File: config.mk
export PLATFORM = sky130hd
export DESIGN_NAME = bidir_port_pulldown_ctrl
export DESIGN_NICKNAME = d
export VERILOG_FILES = /design/src/rtl/port_ctrl_pkg.sv /design/src/rtl/bidir_port_pulldown_ctrl.sv
export VERILOG_INCLUDE_DIRS = /design/src /design/src/rtl
export SDC_FILE = /design/constraint.sdc
export NUM_CORES = 1
export LEC_CHECK = 0
export BUFFER_PORTS_ARGS = -buffer_cell sky130_fd_sc_hd__buf_2
export CORE_ASPECT_RATIO = 1.2
export CORE_MARGIN = 1.5
export CORE_UTILIZATION = 39
export DETAILED_ROUTE_END_ITERATION = 16
export PLACE_DENSITY = 0.72
export SETUP_SLACK_MARGIN = 0.02
export SLEW_MARGIN = 30
export SYNTH_ARGS = -nofsm -noshare
export SYNTH_HDL_FRONTEND = slang
export SYNTH_SLANG_ARGS = --single-unit
File: constraint.sdc
create_clock -name clk_i -period 3 [get_ports clk_i]
set_clock_uncertainty 0.2 [all_clocks]
set_input_delay 0.3 -clock clk_i [delete_from_list [all_inputs] [get_ports clk_i]]
set_output_delay 0.3 -clock clk_i [all_outputs]
set_load 0.02 [all_outputs]
File: src/rtl/port_ctrl_defines.svh
// register offsets, field widths, reset values and bus constants for the port controller
`ifndef PORT_CTRL_DEFINES_SVH
`define PORT_CTRL_DEFINES_SVH

// ----------------------------------------------------------------------------
// register indices (byte address is four times the index)
// ----------------------------------------------------------------------------
`define IDX_FIRST_LATCH 6'h00
`define IDX_SECOND_LATCH 6'h01
`define IDX_FIRST_DIR 6'h04
`define IDX_SECOND_DIR 6'h05
`define IDX_FIRST_INHIBIT 6'h10
`define IDX_SECOND_INHIBIT 6'h11

// ----------------------------------------------------------------------------
// field widths and reset values
// ----------------------------------------------------------------------------
`define FIRST_WIDTH 8
`define SECOND_WIDTH 2
`define FIRST_DIR_RESET 8'h00
`define SECOND_DIR_RESET 2'h0
`define FIRST_INHIBIT_RESET 8'h00
`define SECOND_INHIBIT_RESET 2'h0

// ----------------------------------------------------------------------------
// bus constants
// ----------------------------------------------------------------------------
`define BUS_READ_ZERO 32'h0000_0000
`define MIN_ADDR_WIDTH 7

`endif

File: src/rtl/port_ctrl_pkg.sv
// types shared by the port controller
package port_ctrl_pkg;
    typedef logic [7:0] first_port_type;  // one bit per pin of the first port
    typedef logic [1:0] second_port_type; // one bit per pin of the second port
    typedef logic [5:0] reg_index_type;   // word index of a register
endpackage

File: src/rtl/bidir_port_pulldown_ctrl.sv
// two bidirectional ports with direction, latch and pulldown-inhibit control over wishbone
//
// Chosen here: the Wishbone interface to the registers.
`include "port_ctrl_defines.svh"

module bidir_port_pulldown_ctrl
    import port_ctrl_pkg::*;
#(
    parameter int ADDR_WIDTH = 8,          // wishbone byte address width
    parameter bit PULLDOWN_MASK = 1'b0,    // 1 disables all pulldowns, 0 enables them
    parameter bit OSC3_OPTION = 1'b0       // 1 gives the upper second-port pin to the rc oscillator
) (
    input wire logic clk_i,                          // bus clock, 25 MHz
    input wire logic rst_i,                          // synchronous reset, active high
    input wire logic cyc_i,                          // wishbone cycle
    input wire logic stb_i,                          // wishbone strobe
    input wire logic we_i,                           // wishbone write enable
    input wire logic [ADDR_WIDTH-1:0] adr_i,         // wishbone byte address
    input wire logic [3:0] sel_i,                    // wishbone byte selects
    input wire logic [31:0] dat_i,                   // wishbone write data
    output logic [31:0] dat_o,                       // wishbone read data
    output logic ack_o,                              // wishbone acknowledge
    input wire logic [7:0] first_port_pins_i,        // first port pin levels
    output logic [7:0] first_port_pins_o,            // first port pin drive values
    output logic [7:0] first_port_pins_oe_o,         // first port output enables
    output logic [7:0] first_port_pulldown_en_o,     // first port pulldown enables
    input wire logic second_port_pin_low_i,          // lower second-port pin level
    output logic second_port_pin_low_o,              // lower second-port drive value
    output logic second_port_pin_low_oe_o,           // lower second-port output enable
    input wire logic second_port_pin_high_osc_out_i, // upper second-port pin level
    output logic second_port_pin_high_osc_out_o,     // upper second-port drive value
    output logic second_port_pin_high_osc_out_oe_o,  // upper second-port output enable
    output logic [1:0] second_port_pulldown_en_o,    // second port pulldown enables
    input wire logic osc_drive_i                     // rc oscillator output to place on the upper pin
);

    // ------------------------------------------------------------------------
    // elaboration checks
    // ------------------------------------------------------------------------
    // the highest register needs seven address bits
    if (ADDR_WIDTH < `MIN_ADDR_WIDTH || ADDR_WIDTH > 32) begin : g_bad_addr
        $error("address width cannot reach every register");
    end
    // the package types must match the header widths
    if ($bits(first_port_type) != `FIRST_WIDTH) begin : g_bad_first
        $error("first port type width mismatch");
    end
    if ($bits(second_port_type) != `SECOND_WIDTH) begin : g_bad_second
        $error("second port type width mismatch");
    end

    // ------------------------------------------------------------------------
    // storage
    // ------------------------------------------------------------------------
    first_port_type first_port_latch;                 // first port data latch, not reset
    second_port_type second_port_latch;               // second port data latch, not reset
    first_port_type first_port_dir_bits;              // first port direction
    second_port_type second_port_dir;                 // second port direction
    first_port_type first_port_inhibit_bits;          // first port pulldown inhibit
    second_port_type second_port_inhibit;             // second port pulldown inhibit
    first_port_type first_sync_a;                     // first synchroniser stage, first port
    first_port_type first_sync;                       // synchronised first port pins
    second_port_type second_sync_a;                   // first synchroniser stage, second port
    second_port_type second_sync;                     // synchronised second port pins

    // ------------------------------------------------------------------------
    // bus decode
    // ------------------------------------------------------------------------
    wire reg_index_type reg_index = reg_index_type'(adr_i[ADDR_WIDTH-1:2]); // word index
    wire logic req = cyc_i && stb_i;                                         // live request
    wire logic wr_lane = req && we_i && ack_o && sel_i[0];                   // write at ack edge
    wire logic hit_first_latch = reg_index == `IDX_FIRST_LATCH;              // first latch selected
    wire logic hit_second_latch = reg_index == `IDX_SECOND_LATCH;            // second latch selected
    wire logic hit_first_dir = reg_index == `IDX_FIRST_DIR;                  // first direction selected
    wire logic hit_second_dir = reg_index == `IDX_SECOND_DIR;                // second direction selected
    wire logic hit_first_inh = reg_index == `IDX_FIRST_INHIBIT;              // first inhibit selected
    wire logic hit_second_inh = reg_index == `IDX_SECOND_INHIBIT;            // second inhibit selected
    wire logic wr_first_latch = wr_lane && hit_first_latch;                  // first latch write
    wire logic wr_second_latch = wr_lane && hit_second_latch;                // second latch write
    wire logic wr_first_dir = wr_lane && hit_first_dir;                      // first direction write
    wire logic wr_second_dir = wr_lane && hit_second_dir;                    // second direction write
    wire logic wr_first_inh = wr_lane && hit_first_inh;                      // first inhibit write
    wire logic wr_second_inh = wr_lane && hit_second_inh;                    // second inhibit write
    wire logic rd_taken = req && !we_i && !ack_o; // read taken on this edge
    // no register selected: reads give zero, writes fall away
    wire logic hit_any = hit_first_latch || hit_second_latch || hit_first_dir ||
                         hit_second_dir || hit_first_inh || hit_second_inh;

    // ------------------------------------------------------------------------
    // read selection
    // ------------------------------------------------------------------------
    // upper second-port pin keeps its latch view while the oscillator owns it
    wire logic osc_owns_high = OSC3_OPTION;
    // output bits show the latch, input bits show the synchronised pin
    wire first_port_type first_data_view = (first_port_dir_bits & first_port_latch) |
                                           (~first_port_dir_bits & first_sync);
    wire second_port_type second_eff_dir = {second_port_dir[1] | osc_owns_high, second_port_dir[0]};
    wire second_port_type second_data_view = (second_eff_dir & second_port_latch) |
                                             (~second_eff_dir & second_sync);
    // second port upper bits are padded with zero; inhibit registers read zero
    wire logic [31:0] next_dat =
        hit_first_latch ? {24'h000000, first_data_view} :
        hit_second_latch ? {30'h00000000, second_data_view} :
        hit_first_dir ? {24'h000000, first_port_dir_bits} :
        hit_second_dir ? {30'h00000000, second_port_dir} :
        `BUS_READ_ZERO;

    // ------------------------------------------------------------------------
    // bus answer
    // ------------------------------------------------------------------------
    // one wait cycle, then ack for one cycle with registered read data
    always_ff @(posedge clk_i) begin
        if (rst_i) begin
            ack_o <= 1'b0;
            dat_o <= `BUS_READ_ZERO;
        end else begin
            ack_o <= req && !ack_o;
            dat_o <= rd_taken ? next_dat : `BUS_READ_ZERO;
        end
    end

    // ------------------------------------------------------------------------
    // pin synchronisers
    // ------------------------------------------------------------------------
    // two flip-flops before any logic sees a pin level
    always_ff @(posedge clk_i) begin
        first_sync_a <= first_port_pins_i;
        first_sync <= first_sync_a;
        second_sync_a <= {second_port_pin_high_osc_out_i, second_port_pin_low_i};
        second_sync <= second_sync_a;
    end

    // ------------------------------------------------------------------------
    // data latches
    // ------------------------------------------------------------------------
    // latches hold their value through reset; writes land regardless of direction
    always_ff @(posedge clk_i) begin
        if (wr_first_latch) begin
            first_port_latch <= dat_i[7:0];
        end
        if (wr_second_latch) begin
            second_port_latch <= dat_i[1:0];
        end
    end

    // ------------------------------------------------------------------------
    // direction and inhibit registers
    // ------------------------------------------------------------------------
    // reset makes every pin but an oscillator-owned upper pin an input with its pulldown inhibit cleared
    always_ff @(posedge clk_i) begin
        if (rst_i) begin
            first_port_dir_bits <= `FIRST_DIR_RESET;
            second_port_dir <= `SECOND_DIR_RESET;
            first_port_inhibit_bits <= `FIRST_INHIBIT_RESET;
            second_port_inhibit <= `SECOND_INHIBIT_RESET;
        end else begin
            if (wr_first_dir) begin
                first_port_dir_bits <= dat_i[7:0];
            end
            if (wr_second_dir) begin
                second_port_dir <= dat_i[1:0];
            end
            if (wr_first_inh) begin
                first_port_inhibit_bits <= dat_i[7:0];
            end
            if (wr_second_inh) begin
                second_port_inhibit <= dat_i[1:0];
            end
        end
    end

    // ------------------------------------------------------------------------
    // pin drive
    // ------------------------------------------------------------------------
    // a set direction bit drives the latch value, a clear one releases the pin
    assign first_port_pins_o = first_port_latch;
    assign first_port_pins_oe_o = first_port_dir_bits;
    assign second_port_pin_low_o = second_port_latch[0];
    assign second_port_pin_low_oe_o = second_port_dir[0];
    // upper pin mirrors the lower one unless the oscillator owns it
    assign second_port_pin_high_osc_out_o = osc_owns_high ? osc_drive_i : second_port_latch[1];
    assign second_port_pin_high_osc_out_oe_o = osc_owns_high | second_port_dir[1];

    // ------------------------------------------------------------------------
    // pulldown control
    // ------------------------------------------------------------------------
    // pulldown only on inputs, only when optioned in, only when not inhibited
    wire logic pd_allowed = !PULLDOWN_MASK;
    assign first_port_pulldown_en_o = {8{pd_allowed}} & ~first_port_inhibit_bits &
                                      ~first_port_dir_bits;
    assign second_port_pulldown_en_o = {2{pd_allowed}} & ~second_port_inhibit &
                                       ~second_eff_dir;

    // ------------------------------------------------------------------------
    // assertions
    // ------------------------------------------------------------------------
    a_dir_sets_drive: assert property (@(posedge clk_i) disable iff (rst_i)
        first_port_pins_oe_o == first_port_dir_bits && second_port_pin_low_oe_o == second_port_dir[0])
        else $error("output enable does not follow direction");

    a_dir_write_drive: assert property (@(posedge clk_i) disable iff (rst_i)
        wr_first_dir |=> first_port_pins_oe_o == $past(dat_i[7:0]))
        else $error("direction write did not reach the output enables");

    a_reset_clears_regs: assert property (@(posedge clk_i)
        rst_i |=> first_port_pins_oe_o == 8'h00 && !second_port_pin_low_oe_o &&
                         first_port_inhibit_bits == 8'h00 && second_port_inhibit == 2'h0)
        else $error("reset left a direction or inhibit bit set");

    a_reset_pulldowns_on: assert property (@(posedge clk_i)
        rst_i && !PULLDOWN_MASK |=> first_port_pulldown_en_o == 8'hff)
        else $error("pulldowns not enabled after reset");

    a_latch_to_pin: assert property (@(posedge clk_i) disable iff (rst_i)
        wr_first_latch |=> first_port_pins_o == $past(dat_i[7:0]))
        else $error("output pin does not follow latch write");

    a_read_mixed_view: assert property (@(posedge clk_i) disable iff (rst_i)
        ack_o && $past(req && !we_i && hit_first_latch && !ack_o) |->
        dat_o[7:0] == (($past(first_port_dir_bits) & $past(first_port_latch)) |
                       (~$past(first_port_dir_bits) & $past(first_sync))))
        else $error("data read mixes latch and pin wrongly");

    a_output_no_pulldown: assert property (@(posedge clk_i) disable iff (rst_i)
        (first_port_pulldown_en_o & first_port_dir_bits) == 8'h00 &&
        (second_port_pulldown_en_o & second_port_dir) == 2'h0)
        else $error("pulldown active on an output pin");

    a_input_pulldown_rule: assert property (@(posedge clk_i) disable iff (rst_i)
        first_port_pulldown_en_o == ({8{!PULLDOWN_MASK}} & ~first_port_inhibit_bits & ~first_port_dir_bits))
        else $error("input pulldown does not match option and inhibit");

    a_input_write_holds: assert property (@(posedge clk_i) disable iff (rst_i)
        wr_first_latch && first_port_dir_bits == 8'h00 && !wr_first_dir |=> first_port_pins_oe_o == 8'h00)
        else $error("latch write changed an input pin");

    a_inhibit_reads_zero: assert property (@(posedge clk_i) disable iff (rst_i)
        ack_o && $past(req && !we_i && (hit_first_inh || hit_second_inh)) |-> dat_o == `BUS_READ_ZERO)
        else $error("inhibit register read returned data");

    a_second_upper_zero: assert property (@(posedge clk_i) disable iff (rst_i)
        ack_o && $past(req && (hit_second_latch || hit_second_dir)) |-> dat_o[31:2] == 30'h00000000)
        else $error("second port unused bits read nonzero");

    a_osc_owns_pin: assert property (@(posedge clk_i) disable iff (rst_i)
        OSC3_OPTION |-> second_port_pin_high_osc_out_oe_o && second_port_pulldown_en_o[1] == 1'b0 &&
                        second_port_pin_high_osc_out_o == osc_drive_i)
        else $error("oscillator option does not own the upper pin");

    a_upper_like_lower: assert property (@(posedge clk_i) disable iff (rst_i)
        !OSC3_OPTION |-> second_port_pin_high_osc_out_oe_o == second_port_dir[1] &&
                         second_port_pulldown_en_o[1] == (!PULLDOWN_MASK && !second_port_inhibit[1] &&
                                                          !second_port_dir[1]))
        else $error("upper pin differs from lower pin behaviour");

    a_ack_single_cycle: assert property (@(posedge clk_i) disable iff (rst_i)
        ack_o |=> !ack_o)
        else $error("acknowledge held longer than one cycle");

    // a fresh request is answered on the next edge
    a_ack_follows_req: assert property (@(posedge clk_i) disable iff (rst_i)
        req && !ack_o |=> ack_o)
        else $error("request not answered");

    // nothing is acknowledged unasked
    a_no_ack_unasked: assert property (@(posedge clk_i) disable iff (rst_i)
        !req |=> !ack_o)
        else $error("ack without request");

    // read data stays zero outside the ack cycle
    a_idle_data_zero: assert property (@(posedge clk_i) disable iff (rst_i)
        !ack_o |-> dat_o == `BUS_READ_ZERO)
        else $error("read data outside ack");

    // reset drops a pending answer
    a_reset_ack_low: assert property (@(posedge clk_i)
        rst_i |=> !ack_o && dat_o == `BUS_READ_ZERO)
        else $error("reset left the answer up");

    // second direction takes the written bits
    a_second_dir_write: assert property (@(posedge clk_i) disable iff (rst_i)
        wr_second_dir |=> second_port_dir == $past(dat_i[1:0]))
        else $error("second direction write lost");

    // first inhibit takes the written byte
    a_first_inh_write: assert property (@(posedge clk_i) disable iff (rst_i)
        wr_first_inh |=> first_port_inhibit_bits == $past(dat_i[7:0]))
        else $error("first inhibit write lost");

    // second inhibit takes the written bits
    a_second_inh_write: assert property (@(posedge clk_i) disable iff (rst_i)
        wr_second_inh |=> second_port_inhibit == $past(dat_i[1:0]))
        else $error("second inhibit write lost");

    // lower pin value follows its latch
    a_second_latch_pin: assert property (@(posedge clk_i) disable iff (rst_i)
        wr_second_latch |=> second_port_pin_low_o == $past(dat_i[0]))
        else $error("low pin misses latch write");

    // upper pin value follows its latch when not owned
    a_upper_latch_pin: assert property (@(posedge clk_i) disable iff (rst_i)
        !OSC3_OPTION && wr_second_latch |=> second_port_pin_high_osc_out_o == $past(dat_i[1]))
        else $error("upper pin misses latch write");

    // direction holds while not written
    a_dir_held_idle: assert property (@(posedge clk_i) disable iff (rst_i)
        !rst_i && !wr_first_dir |=> first_port_dir_bits == $past(first_port_dir_bits))
        else $error("direction changed unwritten");

    // inhibit holds while not written
    a_inh_held_idle: assert property (@(posedge clk_i) disable iff (rst_i)
        !rst_i && !wr_first_inh |=> first_port_inhibit_bits == $past(first_port_inhibit_bits))
        else $error("inhibit changed unwritten");

    // first direction reads back
    a_read_dir_first: assert property (@(posedge clk_i) disable iff (rst_i)
        ack_o && $past(rd_taken && hit_first_dir) |-> dat_o[7:0] == $past(first_port_dir_bits))
        else $error("first direction read wrong");

    // second direction reads back
    a_read_dir_second: assert property (@(posedge clk_i) disable iff (rst_i)
        ack_o && $past(rd_taken && hit_second_dir) |-> dat_o[1:0] == $past(second_port_dir))
        else $error("second direction read wrong");

    // lower pin read: latch if output, pin if input
    a_read_low_view: assert property (@(posedge clk_i) disable iff (rst_i)
        ack_o && $past(rd_taken && hit_second_latch) |->
        dat_o[0] == ($past(second_port_dir[0]) ? $past(second_port_latch[0]) : $past(second_sync[0])))
        else $error("low pin read wrong");

    // unmapped reads answer zero
    a_unmapped_zero: assert property (@(posedge clk_i) disable iff (rst_i)
        ack_o && $past(rd_taken && !hit_any) |-> dat_o == `BUS_READ_ZERO)
        else $error("unmapped read not zero");

    // a read leaves the registers alone
    a_read_no_side: assert property (@(posedge clk_i) disable iff (rst_i)
        rd_taken |=> second_port_dir == $past(second_port_dir) && second_port_inhibit == $past(second_port_inhibit))
        else $error("read changed a register");

    // input pins are never driven
    a_input_no_drive: assert property (@(posedge clk_i) disable iff (rst_i)
        (first_port_pins_oe_o & ~first_port_dir_bits) == 8'h00 &&
        !(second_port_pin_low_oe_o && !second_port_dir[0]))
        else $error("input pin driven");

    // a driven upper pin never has its pulldown on
    a_oe_pd_exclusive: assert property (@(posedge clk_i) disable iff (rst_i)
        !(second_port_pin_high_osc_out_oe_o && second_port_pulldown_en_o[1]))
        else $error("upper pin driven and pulled");

    // lower pin pulldown needs option, clear inhibit, input
    a_second_pd_rule: assert property (@(posedge clk_i) disable iff (rst_i)
        second_port_pulldown_en_o[0] == (!PULLDOWN_MASK && !second_port_inhibit[0] && !second_port_dir[0]))
        else $error("low pin pulldown wrong");

    // second port pulldowns come up on after reset, the upper one only without the oscillator option
    a_reset_second_pd: assert property (@(posedge clk_i)
        rst_i && !PULLDOWN_MASK |=> second_port_pulldown_en_o == {!OSC3_OPTION, 1'b1})
        else $error("second pulldowns not on after reset");

endmodule

==> implementation parameters, run 1 <==
Parameter                              Value

Drt
  Per-cell via count in the routed design    4.63
  First-pass detailed-route iteration total    4
  Routed Wire Length    4520 um
  Iteration-0 DRC Markers    52
  Final ANT Viol Nets    0
  Final routed wire length divided by cell count    12.7 um
  Routed via count    1,653
  Number of remaining DRC errors    0

Place
  Final Wtd Congestion    0.831
  Worst setup slack after placement    0.689 ns
  HPWL after DPL    3060 um
  Number of port buffers    68

Global routing
  Wire length of the first global-routing pass    7160 um
  Number of antenna violations at the first check in global routing    0
  Gr ovfl total    0
  Via count of the first global-routing pass    1,526
  Overall fraction of global-route tracks in use    15.9%
  Pin count of the biggest net entering global routing    23

Flow run
  Number of violations of the max-capacitance limit    0

Critical path
  Launch instance of the worst register-to-register path    ack_o
  CP max-delay cell    sky130_fd_sc_hd__or2_2
  Startpoint of the worst setup timing path    ack_o
  Kind of end point of the critical path    register
  Internal reg-to-reg setup slack    0.96 ns
  Maximum fanout count along the critical path    5
  Ordered list of cells on the worst path    nand4_1, or2_2, nor3_1, buf_4
  CP Data Arrival Time    1.88 ns
  Critical path class    register to register
  CP max stage delay    0.41 ns
  Endpoint required time on the critical path    2.84 ns
  CP startpoint kind    register

Timing
  Setup TNS    0 ns
  Highest attainable clock frequency    0.489 GHz
  Final worst slack    0.955 ns
  Final critical-path required period    2.04 ns
  Setup repair after global routing missed its margin    false
  Share of the cycle needed by the critical path after routing    68.2%
  Final max-slew violation count    0
  Worst max-slew margin expressed relative to the limit    61.8%
  Setup Viol. Count Final    0
  Slew at the pin closest to its max-slew limit    0.567 ns
  Count of endpoints failing hold in the final timing report    0

Yosys
  Flip-flop and latch count after synthesis    59
  Commonest cells in the synthesized netlist    sky130_fd_sc_hd__dfxtp_1 (49), sky130_fd_sc_hd__nor2_1 (31), sky130_fd_sc_hd__buf_4 (24)
  Share of flip-flops with an asynchronous set or reset    0%
  YS warnings    0
  Largest family of logic cells by synthesized area    simple AND/OR/NAND/NOR gates
  Synthesized area    2180 um^2
  Share of the synthesized area in the top cell type    45.0%
  Simple-gate share of the synthesized area    15.5%
  Complex-gate fraction of the synthesized area    4.82%
  Most used standard cell by instance count after synthesis    sky130_fd_sc_hd__dfxtp_1
  Most instantiated flip-flop cell in the synthesis netlist    sky130_fd_sc_hd__dfxtp_1
  Cell taking the most area after synthesis    sky130_fd_sc_hd__dfxtp_1
  Seq/Total Area, Yosys    58.7%
  Syn Area/Cell    11.1 um^2
  Number of distinct standard cells referenced by the synthesized netlist    26
  Syn Inst Count    197
  Post-synthesis share of cell area spent on xor and xnor gates    0%
  Adder-cell area share of the yosys netlist    0%
  Number of enable flip-flop cells after synthesis    10
  Mux cell area share after synthesis    11.1%
  Top post-synthesis cells by area    sky130_fd_sc_hd__dfxtp_1 (45%), sky130_fd_sc_hd__edfxtp_1 (14%), sky130_fd_sc_hd__mux2i_1 (10%)

Final layout
  Layout filler cell count    479
  Total number of nets in the final design    350
  Antenna Diode Count    0
  Area added between synthesis and finish    31.6%
  Share of post-route cells with drive strength above 1    33.6%

CTS
  Cell at the root of the clock tree    sky130_fd_sc_hd__clkbuf_8
  Clock sink total    59
  Worst skew pair latency    0.32 ns
  Post_cts resized    0
  TritonCTS Buffers    9
  Clock buffer depth    2
  Clock tree from TritonCTS    built
  Clock transition at path regs    0.07 ns
  Htree depth    3

Floorplanning
  Die height    84.9 um
  Overall die width    71.3 um
  Total core area    5330 um^2
  Number of placed I/O pins    123
  Row count    29
  Floorplan die area    6050 um^2
  Effective utilization at floorplan    40.9%

Status
  Outcome    complete, no violations

Pwr
  Power per Cell Area    561 nW/um^2
  VDD IR-drop max    0.000436 V
  Total leakage power    1.22 nW

Min path
  Hold path start    dat_i[1]
  Path type of the worst min-delay path    input pin to register
==> cell usage in the layout (no fill, tap or decap) <==
cell type and count:
sky130_fd_sc_hd__dfxtp_1 49, sky130_fd_sc_hd__nor2b_1 1, sky130_fd_sc_hd__nand3b_1 2, sky130_fd_sc_hd__nor3_1 3, sky130_fd_sc_hd__clkbuf_1 1, sky130_fd_sc_hd__inv_1 3
sky130_fd_sc_hd__bufinv_16 1, sky130_fd_sc_hd__nand4_1 1, sky130_fd_sc_hd__nor2_1 31, sky130_fd_sc_hd__nand2_1 6, sky130_fd_sc_hd__clkinv_2 3, sky130_fd_sc_hd__mux2_2 2
sky130_fd_sc_hd__or4_1 1, sky130_fd_sc_hd__or4_4 1, sky130_fd_sc_hd__or2_2 1, sky130_fd_sc_hd__mux2i_1 22, sky130_fd_sc_hd__o211ai_1 2, sky130_fd_sc_hd__or3_1 1
sky130_fd_sc_hd__dlygate4sd3_1 16, sky130_fd_sc_hd__a21oi_1 10, sky130_fd_sc_hd__clkinvlp_4 1, sky130_fd_sc_hd__nand2b_1 2, sky130_fd_sc_hd__o21ai_0 8, sky130_fd_sc_hd__nand3_1 1
sky130_fd_sc_hd__clkbuf_8 10, sky130_fd_sc_hd__nor4_4 2, sky130_fd_sc_hd__conb_1 24, sky130_fd_sc_hd__edfxtp_1 10, sky130_fd_sc_hd__buf_4 4, sky130_fd_sc_hd__nor4_1 2
sky130_fd_sc_hd__buf_2 68, sky130_fd_sc_hd__or3b_2 6
==> through the flow <==
step | cell area (um^2) | cells | util (%) | power [mW] | hold WS, ns
after global routing | 2870 | 357 | 53.8 | 1.68 | 0.0314
after floorplan | 2270 | 220 | - | 0.915 | 0.110
after detailed placement | 2520 | 325 | 47.2 | 0.920 | 0.114
final | 2870 | 357 | 53.8 | 1.61 | 0.0440
after global placement | 2520 | 325 | 47.2 | 0.919 | 0.110
after CTS | 2870 | 357 | 53.8 | 1.64 | 0.0232
==> cells by family (layout without fill, tap and decap cells) <==
family,count (synthesis),count (layout)
multiplexers,24,24
AND/OR/NAND/NOR,61,61
AO/OA/AOI/OAI,20,20
flip-flops,59,59
other,1,24
buffers and inverters,32,107
==> worst paths after layout <==
kind	endpoint	depth (start not counted)
max reg2reg	first_port_pins_o[5]	4
min reg2reg	first_sync[0]	0
min	first_port_pins_o[1]	1
max	first_port_pins_o[5]	4
==> layer usage <==
layer	vias to the layer above	GRT usage (%)	share of wire, %
met5	-	0	0
met4	0	11.0	2.4
met3	11	5.34	7.2
met2	71	25.2	47
met1	756	17.9	43
li1	815	-	-
==> state kept, by name, indices dropped and copies added, names as in the netlist, 8 cells and up <==
| register | flops |
|---|---|
| dat_o | 8 |
| first_port_inhibit_bits | 8 |
| first_port_pins_o | 8 |
| first_port_pins_oe_o | 8 |
| first_sync | 8 |
| first_sync_a | 8 |
==> cell type report <==
cell class	instances	area (um^2)	share of cell area (%)
sequential	59	1280	44.6
timing repair buffer	88	531	18.5
clock buffer	11	141	4.93
clock inverter	5	52.6	1.83
inverter	3	11.3	0.392
multi-input combinational	129	776	27.0
tap	62	77.6	2.70
==> power breakdown <==
part,switching (mW),internal [mW],total [mW],leakage [nW]
Sequential,0.00311,0.819,0.822,0.492
Clock,0.291,0.402,0.692,0.0991
Combinational,0.0598,0.0371,0.0970,0.632
Total,0.353,1.26,1.61,1.22
==> worst max-delay path: cells and delay by family, from the launching register on <==
family | cells | cell delay (ns)
simple gates | 3 | 0.98
flops | 1 | 0.36
buf+inv | 1 | 0.22
==> repair_timing <==
item | in CTS | in global routing
endpoints found under the hold margin | 16 | 0
buffers inserted | 0 | 0
hold buffers | 16 | 0
No activity file was read; power rests on OpenSTA's default activity.
==> run 2, diff against run 1 <==
- clock period: 3 -> 1.9 ns (I/O delays scaled with it)
==> implementation parameters, run 2 (same netlist as run 1, synthesis figures left out) <==
Parameter                              Value

Global routing
  Via count of the first global-routing pass    1,584 (+3.8%)
  Wire length of the first global-routing pass    7400 um (+3.3%)
  Pin count of the biggest net entering global routing    22 (-4.3%)
  Gr ovfl total    0 (unchanged)
  Overall fraction of global-route tracks in use    16.4% (+0.52 points)
  Number of antenna violations at the first check in global routing    0 (unchanged)

Timing
  Share of the cycle needed by the critical path after routing    91.5%
  Final max-slew violation count    0 (unchanged)
  Final critical-path required period    1.74 ns
  Setup repair after global routing missed its margin    false
  Setup Viol. Count Final    0 (unchanged)
  Count of endpoints failing hold in the final timing report    0 (unchanged)
  Final worst slack    0.162 ns (-0.793 ns)
  Min Hold Slack    0.0643 ns (+0.0203 ns)
  Highest attainable clock frequency    0.575 GHz

Final layout
  Area added between synthesis and finish    38.4%
  End-of-flow core utilization    56.6% (+2.8 points)
  Layout filler cell count    485 (+1.3%)
  Commonest cells after routing, fill and taps aside    sky130_fd_sc_hd__buf_2 (68), sky130_fd_sc_hd__dfxtp_1 (48), sky130_fd_sc_hd__nor2_1 (31)
  Antenna Diode Count    0 (unchanged)
  Area of all placed cells without fillers    3020 um^2 (+5.1%)
  Total number of nets in the final design    367 (+4.9%)
  Share of post-route cells with drive strength above 1    36.0% (+2.5 points)
  Most common cell after layout, fill and taps aside    sky130_fd_sc_hd__buf_2
  Count of placed standard cells in the final layout, fillers left out    373 (+4.5%)

Pwr
  Internal power of the cells    1.94 mW (+54%)
  Power per Cell Area    820 nW/um^2 (+46%)
  Part of the power in combinational logic    7.1% (+1.1 points)
  Net switching component of the power    539 uW (+52%)
  Switching part of the total power    21.8% (-0.16 points)
  Power share of the clock group    40.5% (-2.5 points)
  VDD IR-drop max    0.000594 V (+36%)
  Total leakage power    1.31 nW (+6.8%)
  Flop pwr share    52.5% (+1.5 points)

Drt
  Routed Wire Length    4740 um (+4.9%)
  Number of remaining DRC errors    0 (unchanged)
  Final ANT Viol Nets    0 (unchanged)
  Final routed wire length divided by cell count    12.7 um (+0.36%)
  Per-cell via count in the routed design    4.56 (-1.5%)
  First-pass detailed-route iteration total    4 (unchanged)
  Routed via count    1,702 (+3.0%)
  Iteration-0 DRC Markers    56 (+7.7%)

CTS
  Clock transition at path regs    0.06 ns (about the same)
  Clock buffer depth    2 (unchanged)
  Htree depth    3 (unchanged)
  Clock tree from TritonCTS    built
  TritonCTS Buffers    9 (unchanged)
  Worst skew pair latency    0.33 ns (about the same)
  Clock sink total    59 (unchanged)
  Cell at the root of the clock tree    sky130_fd_sc_hd__clkbuf_8

Critical path
  Launch instance of the worst register-to-register path    ack_o
  Internal reg-to-reg setup slack    0.18 ns (-0.78 ns)
  CP startpoint kind    input pin
  Endpoint of the lowest-slack register-to-register path    first_port_pins_oe_o[2]
  Maximum fanout count along the critical path    6 (+1)
  Number of cells on the worst reg-to-reg path    6 (+2)
  Critical path class    input pin to register
  Kind of end point of the critical path    register
  CP Data Arrival Time    1.79 ns (-0.09 ns)
  Endpoint required time on the critical path    1.95 ns (-0.89 ns)

Floorplanning
  Total core area    5330 um^2 (unchanged)
  Number of placed I/O pins    123 (unchanged)
  Effective utilization at floorplan    40.9% (unchanged)
  Floorplan die area    6050 um^2 (unchanged)
  Die height    84.9 um (unchanged)
  Overall die width    71.3 um (unchanged)
  Row count    29 (unchanged)

Flow run
  Number of violations of the max-capacitance limit    0 (unchanged)

Place
  Worst setup slack after placement    -0.0726 ns (-0.762 ns)
  HPWL after DPL    3210 um (+5.0%)
  Number of port buffers    68 (unchanged)
  Post-Place Cell Area    2610 um^2 (+3.6%)
  Final Wtd Congestion    0.808 (-2.8%)
  Cell Count Post-Placement    335 (+3.1%)

Min path
  Hold Path End    dat_o[7]
  Path type of the worst min-delay path    input pin to register
  Cell depth of the worst hold path    3 (+2)
  Hold path start    adr_i[4]

Status
  Outcome    complete, no violations
## run 2: timing repair
action                                 CTS  global route
gates resized for setup                  0             1
setup endpoints to repair                0             8
hold buffers                            22             0
endpoints found under the hold margin   39             0
buffers inserted                         0             1
## run 2: worst max-delay path by stage
stage / cells after the start / end / start
2_1_floorplan: 4 / second_eff_dir[0] / adr_i[3]
3_3_place_gp: 5 / second_eff_dir[0] / adr_i[3]
3_5_place_dp: 5 / second_eff_dir[1] / adr_i[3]
4_1_cts: 5 / dat_o[5] / we_i
5_1_grt: 5 / dat_o[2] / we_i
6_report: 5 / dat_o[5] / we_i
## run 2: worst max-delay path, stage by stage
cell                            delay [ns]
sky130_fd_sc_hd__buf_2                0.10
sky130_fd_sc_hd__dlygate4sd3_1        0.56
sky130_fd_sc_hd__nor4_1               0.46
sky130_fd_sc_hd__nand3_2              0.28
sky130_fd_sc_hd__a21oi_1              0.19
## run 2: power groups by stage
stage,Combinational (mW),Sequential [mW],Clock (mW)
final,0.175,1.30,1.00
after global routing,0.189,1.30,1.09
after CTS,0.171,1.30,1.03
after detailed placement,0.137,1.33,0
after global placement,0.135,1.33,0
after floorplan,0.119,1.33,0
## run 2: per-layer routing
| metal | share of wire (%) | global-route usage [%] | routed length (um) |
|---|---|---|---|
| met1 | 43 | 18.8 | 2030 |
| met3 | 7.2 | 6.65 | 340 |
| met5 | 0 | 0 | 0 |
| met4 | 2.2 | 9.61 | 102 |
| met2 | 48 | 25.7 | 2270 |
## run 2: metrics by stage
stage               total power [mW]  TNS [ns]
floorplan                       1.45         0
global placement                1.46    -0.214
detailed placement              1.46    -0.339
CTS                             2.50         0
global route                    2.58         0
finish                          2.47         0
## run 2: layout make-up
type | count | area, um^2 | share of cell area (%)
tap | 62 | 77.6 | 2.57
clock inverter | 2 | 10.0 | 0.332
sequential | 59 | 1280 | 42.5
multi-input combinational | 129 | 795 | 26.3
timing repair buffer | 105 | 673 | 22.3
inverter | 3 | 11.3 | 0.373
clock buffer | 13 | 169 | 5.60
==> run 3, diff against run 2 <==
- BUFFER_PORTS_ARGS: -buffer_cell sky130_fd_sc_hd__buf_2 -> -buffer_cell sky130_fd_sc_hd__buf_4
==> implementation parameters, run 3 (same netlist as run 1, synthesis figures left out) <==
Parameter                              Value

Floorplanning
  Row count    29 (unchanged)
  Overall die width    71.3 um (unchanged)
  Effective utilization at floorplan    40.9% (unchanged)
  Floorplan die area    6050 um^2 (unchanged)
  Number of placed I/O pins    123 (unchanged)
  Die height    84.9 um (unchanged)
  Total core area    5330 um^2 (unchanged)

Global routing
  Wire length of the first global-routing pass    7350 um (-0.65%)
  Via count of the first global-routing pass    1,629 (+2.8%)
  Pin count of the biggest net entering global routing    23 (+4.5%)
  Overall fraction of global-route tracks in use    16.1% (-0.29 points)
  Gr ovfl total    0 (unchanged)
  Number of antenna violations at the first check in global routing    0 (unchanged)

Timing
  Final worst slack    0.00919 ns (-0.153 ns)
  Highest attainable clock frequency    0.529 GHz (-8.1%)
  Count of endpoints failing hold in the final timing report    0 (unchanged)
  Setup repair after global routing missed its margin    true
  Final max-slew violation count    0 (unchanged)
  Share of the cycle needed by the critical path after routing    99.5% (+8.0 points)
  Setup Viol. Count Final    0 (unchanged)
  Setup TNS    0 ns (unchanged)
  Final critical-path required period    1.89 ns (+0.153 ns)
  Min Hold Slack    0.0281 ns (-0.0362 ns)

Pwr
  Total leakage power    1.35 nW (+3.4%)
  Part of the power in combinational logic    7.7% (+0.6 points)
  Internal power of the cells    1.95 mW (+0.77%)
  Final Total Pwr    2.49 mW (+0.72%)
  Net switching component of the power    542 uW (+0.52%)
  Power share of the clock group    40.2% (-0.3 points)
  Switching part of the total power    21.7% (-0.043 points)
  VDD IR-drop max    0.000551 V (-7.2%)
  Flop pwr share    52.1% (-0.4 points)
  Power per Cell Area    781 nW/um^2 (-4.7%)

Final layout
  Commonest cells after routing, fill and taps aside    sky130_fd_sc_hd__buf_4 (81), sky130_fd_sc_hd__dfxtp_1 (48), sky130_fd_sc_hd__nor2_1 (31)
  Area added between synthesis and finish    46.2%
  Antenna Diode Count    0 (unchanged)
  Area of all placed cells without fillers    3190 um^2 (+5.7%)
  Total number of nets in the final design    366 (-0.27%)
  End-of-flow core utilization    59.8% (+3.2 points)
  Multi-input gate area    801 um^2 (+0.79%)
  Area taken by flip-flops and latches    1280 um^2 (unchanged)
  Most common cell after layout, fill and taps aside    sky130_fd_sc_hd__buf_4
  Count of placed standard cells in the final layout, fillers left out    372 (-0.27%)
  Layout filler cell count    461 (-4.9%)
  Share of post-route cells with drive strength above 1    35.8% (-0.21 points)

Critical path
  CP max-delay cell    sky130_fd_sc_hd__dlygate4sd3_1
  Maximum fanout count along the critical path    5 (-1)
  Most frequent CP cell    sky130_fd_sc_hd__buf_4
  Ordered list of cells on the worst path    dlygate4sd3_1, buf_4, nand4_1, buf_4, or2_4, nor3_4, buf_4
  Endpoint of the lowest-slack register-to-register path    first_port_pins_o[0]
  Endpoint required time on the critical path    1.73 ns (-0.22 ns)
  CP startpoint kind    input pin
  CP max stage delay    0.52 ns (-0.04 ns)
  Critical path class    input pin to register
  Kind of end point of the critical path    register
  CP Data Arrival Time    1.72 ns (-0.07 ns)
  Launch instance of the worst register-to-register path    ack_o
  Startpoint of the worst setup timing path    we_i
  Number of cells on the worst reg-to-reg path    5 (-1)
  Internal reg-to-reg setup slack    0.16 ns (-0.02 ns)

Min path
  Hold Path End    dat_o[7]
  Cell depth of the worst hold path    3 (unchanged)
  Path type of the worst min-delay path    input pin to register
  Hold path start    adr_i[4]

CTS
  Clock buffer depth    2 (unchanged)
  Htree depth    3 (unchanged)
  Post-CTS setup buffer count    0 (unchanged)
  Cell at the root of the clock tree    sky130_fd_sc_hd__clkbuf_8
  Clock sink total    59 (unchanged)
  TritonCTS Buffers    9 (unchanged)
  Clock tree from TritonCTS    built
  Clock transition at path regs    0.06 ns (about the same)
  Worst skew pair latency    0.32 ns (about the same)

Place
  Post-Place Cell Area    2770 um^2 (+6.2%)
  Cell Count Post-Placement    334 (-0.30%)
  Number of port buffers    68 (unchanged)
  Worst setup slack after placement    -0.0657 ns (+0.00696 ns)
  HPWL after DPL    3210 um (+0.11%)
  Final Wtd Congestion    0.792 (-1.9%)

Drt
  Final routed wire length divided by cell count    12.8 um (+0.95%)
  Routed Wire Length    4780 um (+0.67%)
  Per-cell via count in the routed design    4.65 (+1.9%)
  Number of remaining DRC errors    0 (unchanged)
  Final ANT Viol Nets    0 (unchanged)
  First-pass detailed-route iteration total    4 (unchanged)
  Routed via count    1,729 (+1.6%)
  Iteration-0 DRC Markers    62 (+11%)

Flow run
  Number of violations of the max-capacitance limit    0 (unchanged)

Status
  Outcome    complete, no violations
[run 3: cell count changes in the layout (fill, tap and decap cells not counted), sizes merged]
cell,change
buf,-2
dlygate4sd3,+1
[run 3: cell type report]
class	count	share of cell area, %
multi-input cells	129	25.1
clock buffers	13	5.30
well taps	62	2.43
clock inverters	2	0.314
inverters	3	0.353
repair buffers	104	26.3
flip-flops and latches	59	40.2
[run 3: worst max-delay path: cells and delay by family]
family	cells	cell delay (ns)
buffers and inverters	4	0.98
and+or+nand+nor	3	0.54
[run 3: worst max path at each step]
stage | endpoint | slack, ns | cells past startpoint
2_1_floorplan | second_eff_dir[0] | 0.04 | 4
5_1_grt | first_port_pins_o[0] | -0.01 | 7
3_3_place_gp | first_port_pins_oe_o[6] | -0.06 | 7
4_1_cts | first_port_pins_o[0] | 0.07 | 7
3_5_place_dp | first_port_pins_oe_o[6] | -0.07 | 7
6_report | first_port_pins_o[0] | 0.009 | 7
[run 3: per-layer routing]
metal	vias up	track usage [%]	wire length (um)
li1	844	-	-
met1	792	18.8	2040
met2	79	25.3	2220
met3	14	5.70	357
met4	0	9.78	164
met5	-	0	0
[run 3: timing repair]
item	CTS	global route
gates resized for setup	0	2
hold buffers	23	0
hold endpoints to repair	43	0
setup endpoints to repair	0	8
[run 3: power groups by stage]
stage	clock network [mW]	registers, mW	logic (mW)
final	1.00	1.30	0.191
after global routing	1.08	1.30	0.207
after CTS	1.04	1.30	0.187
after detailed placement	0	1.33	0.150
after global placement	0	1.33	0.147
after floorplan	0	1.33	0.119
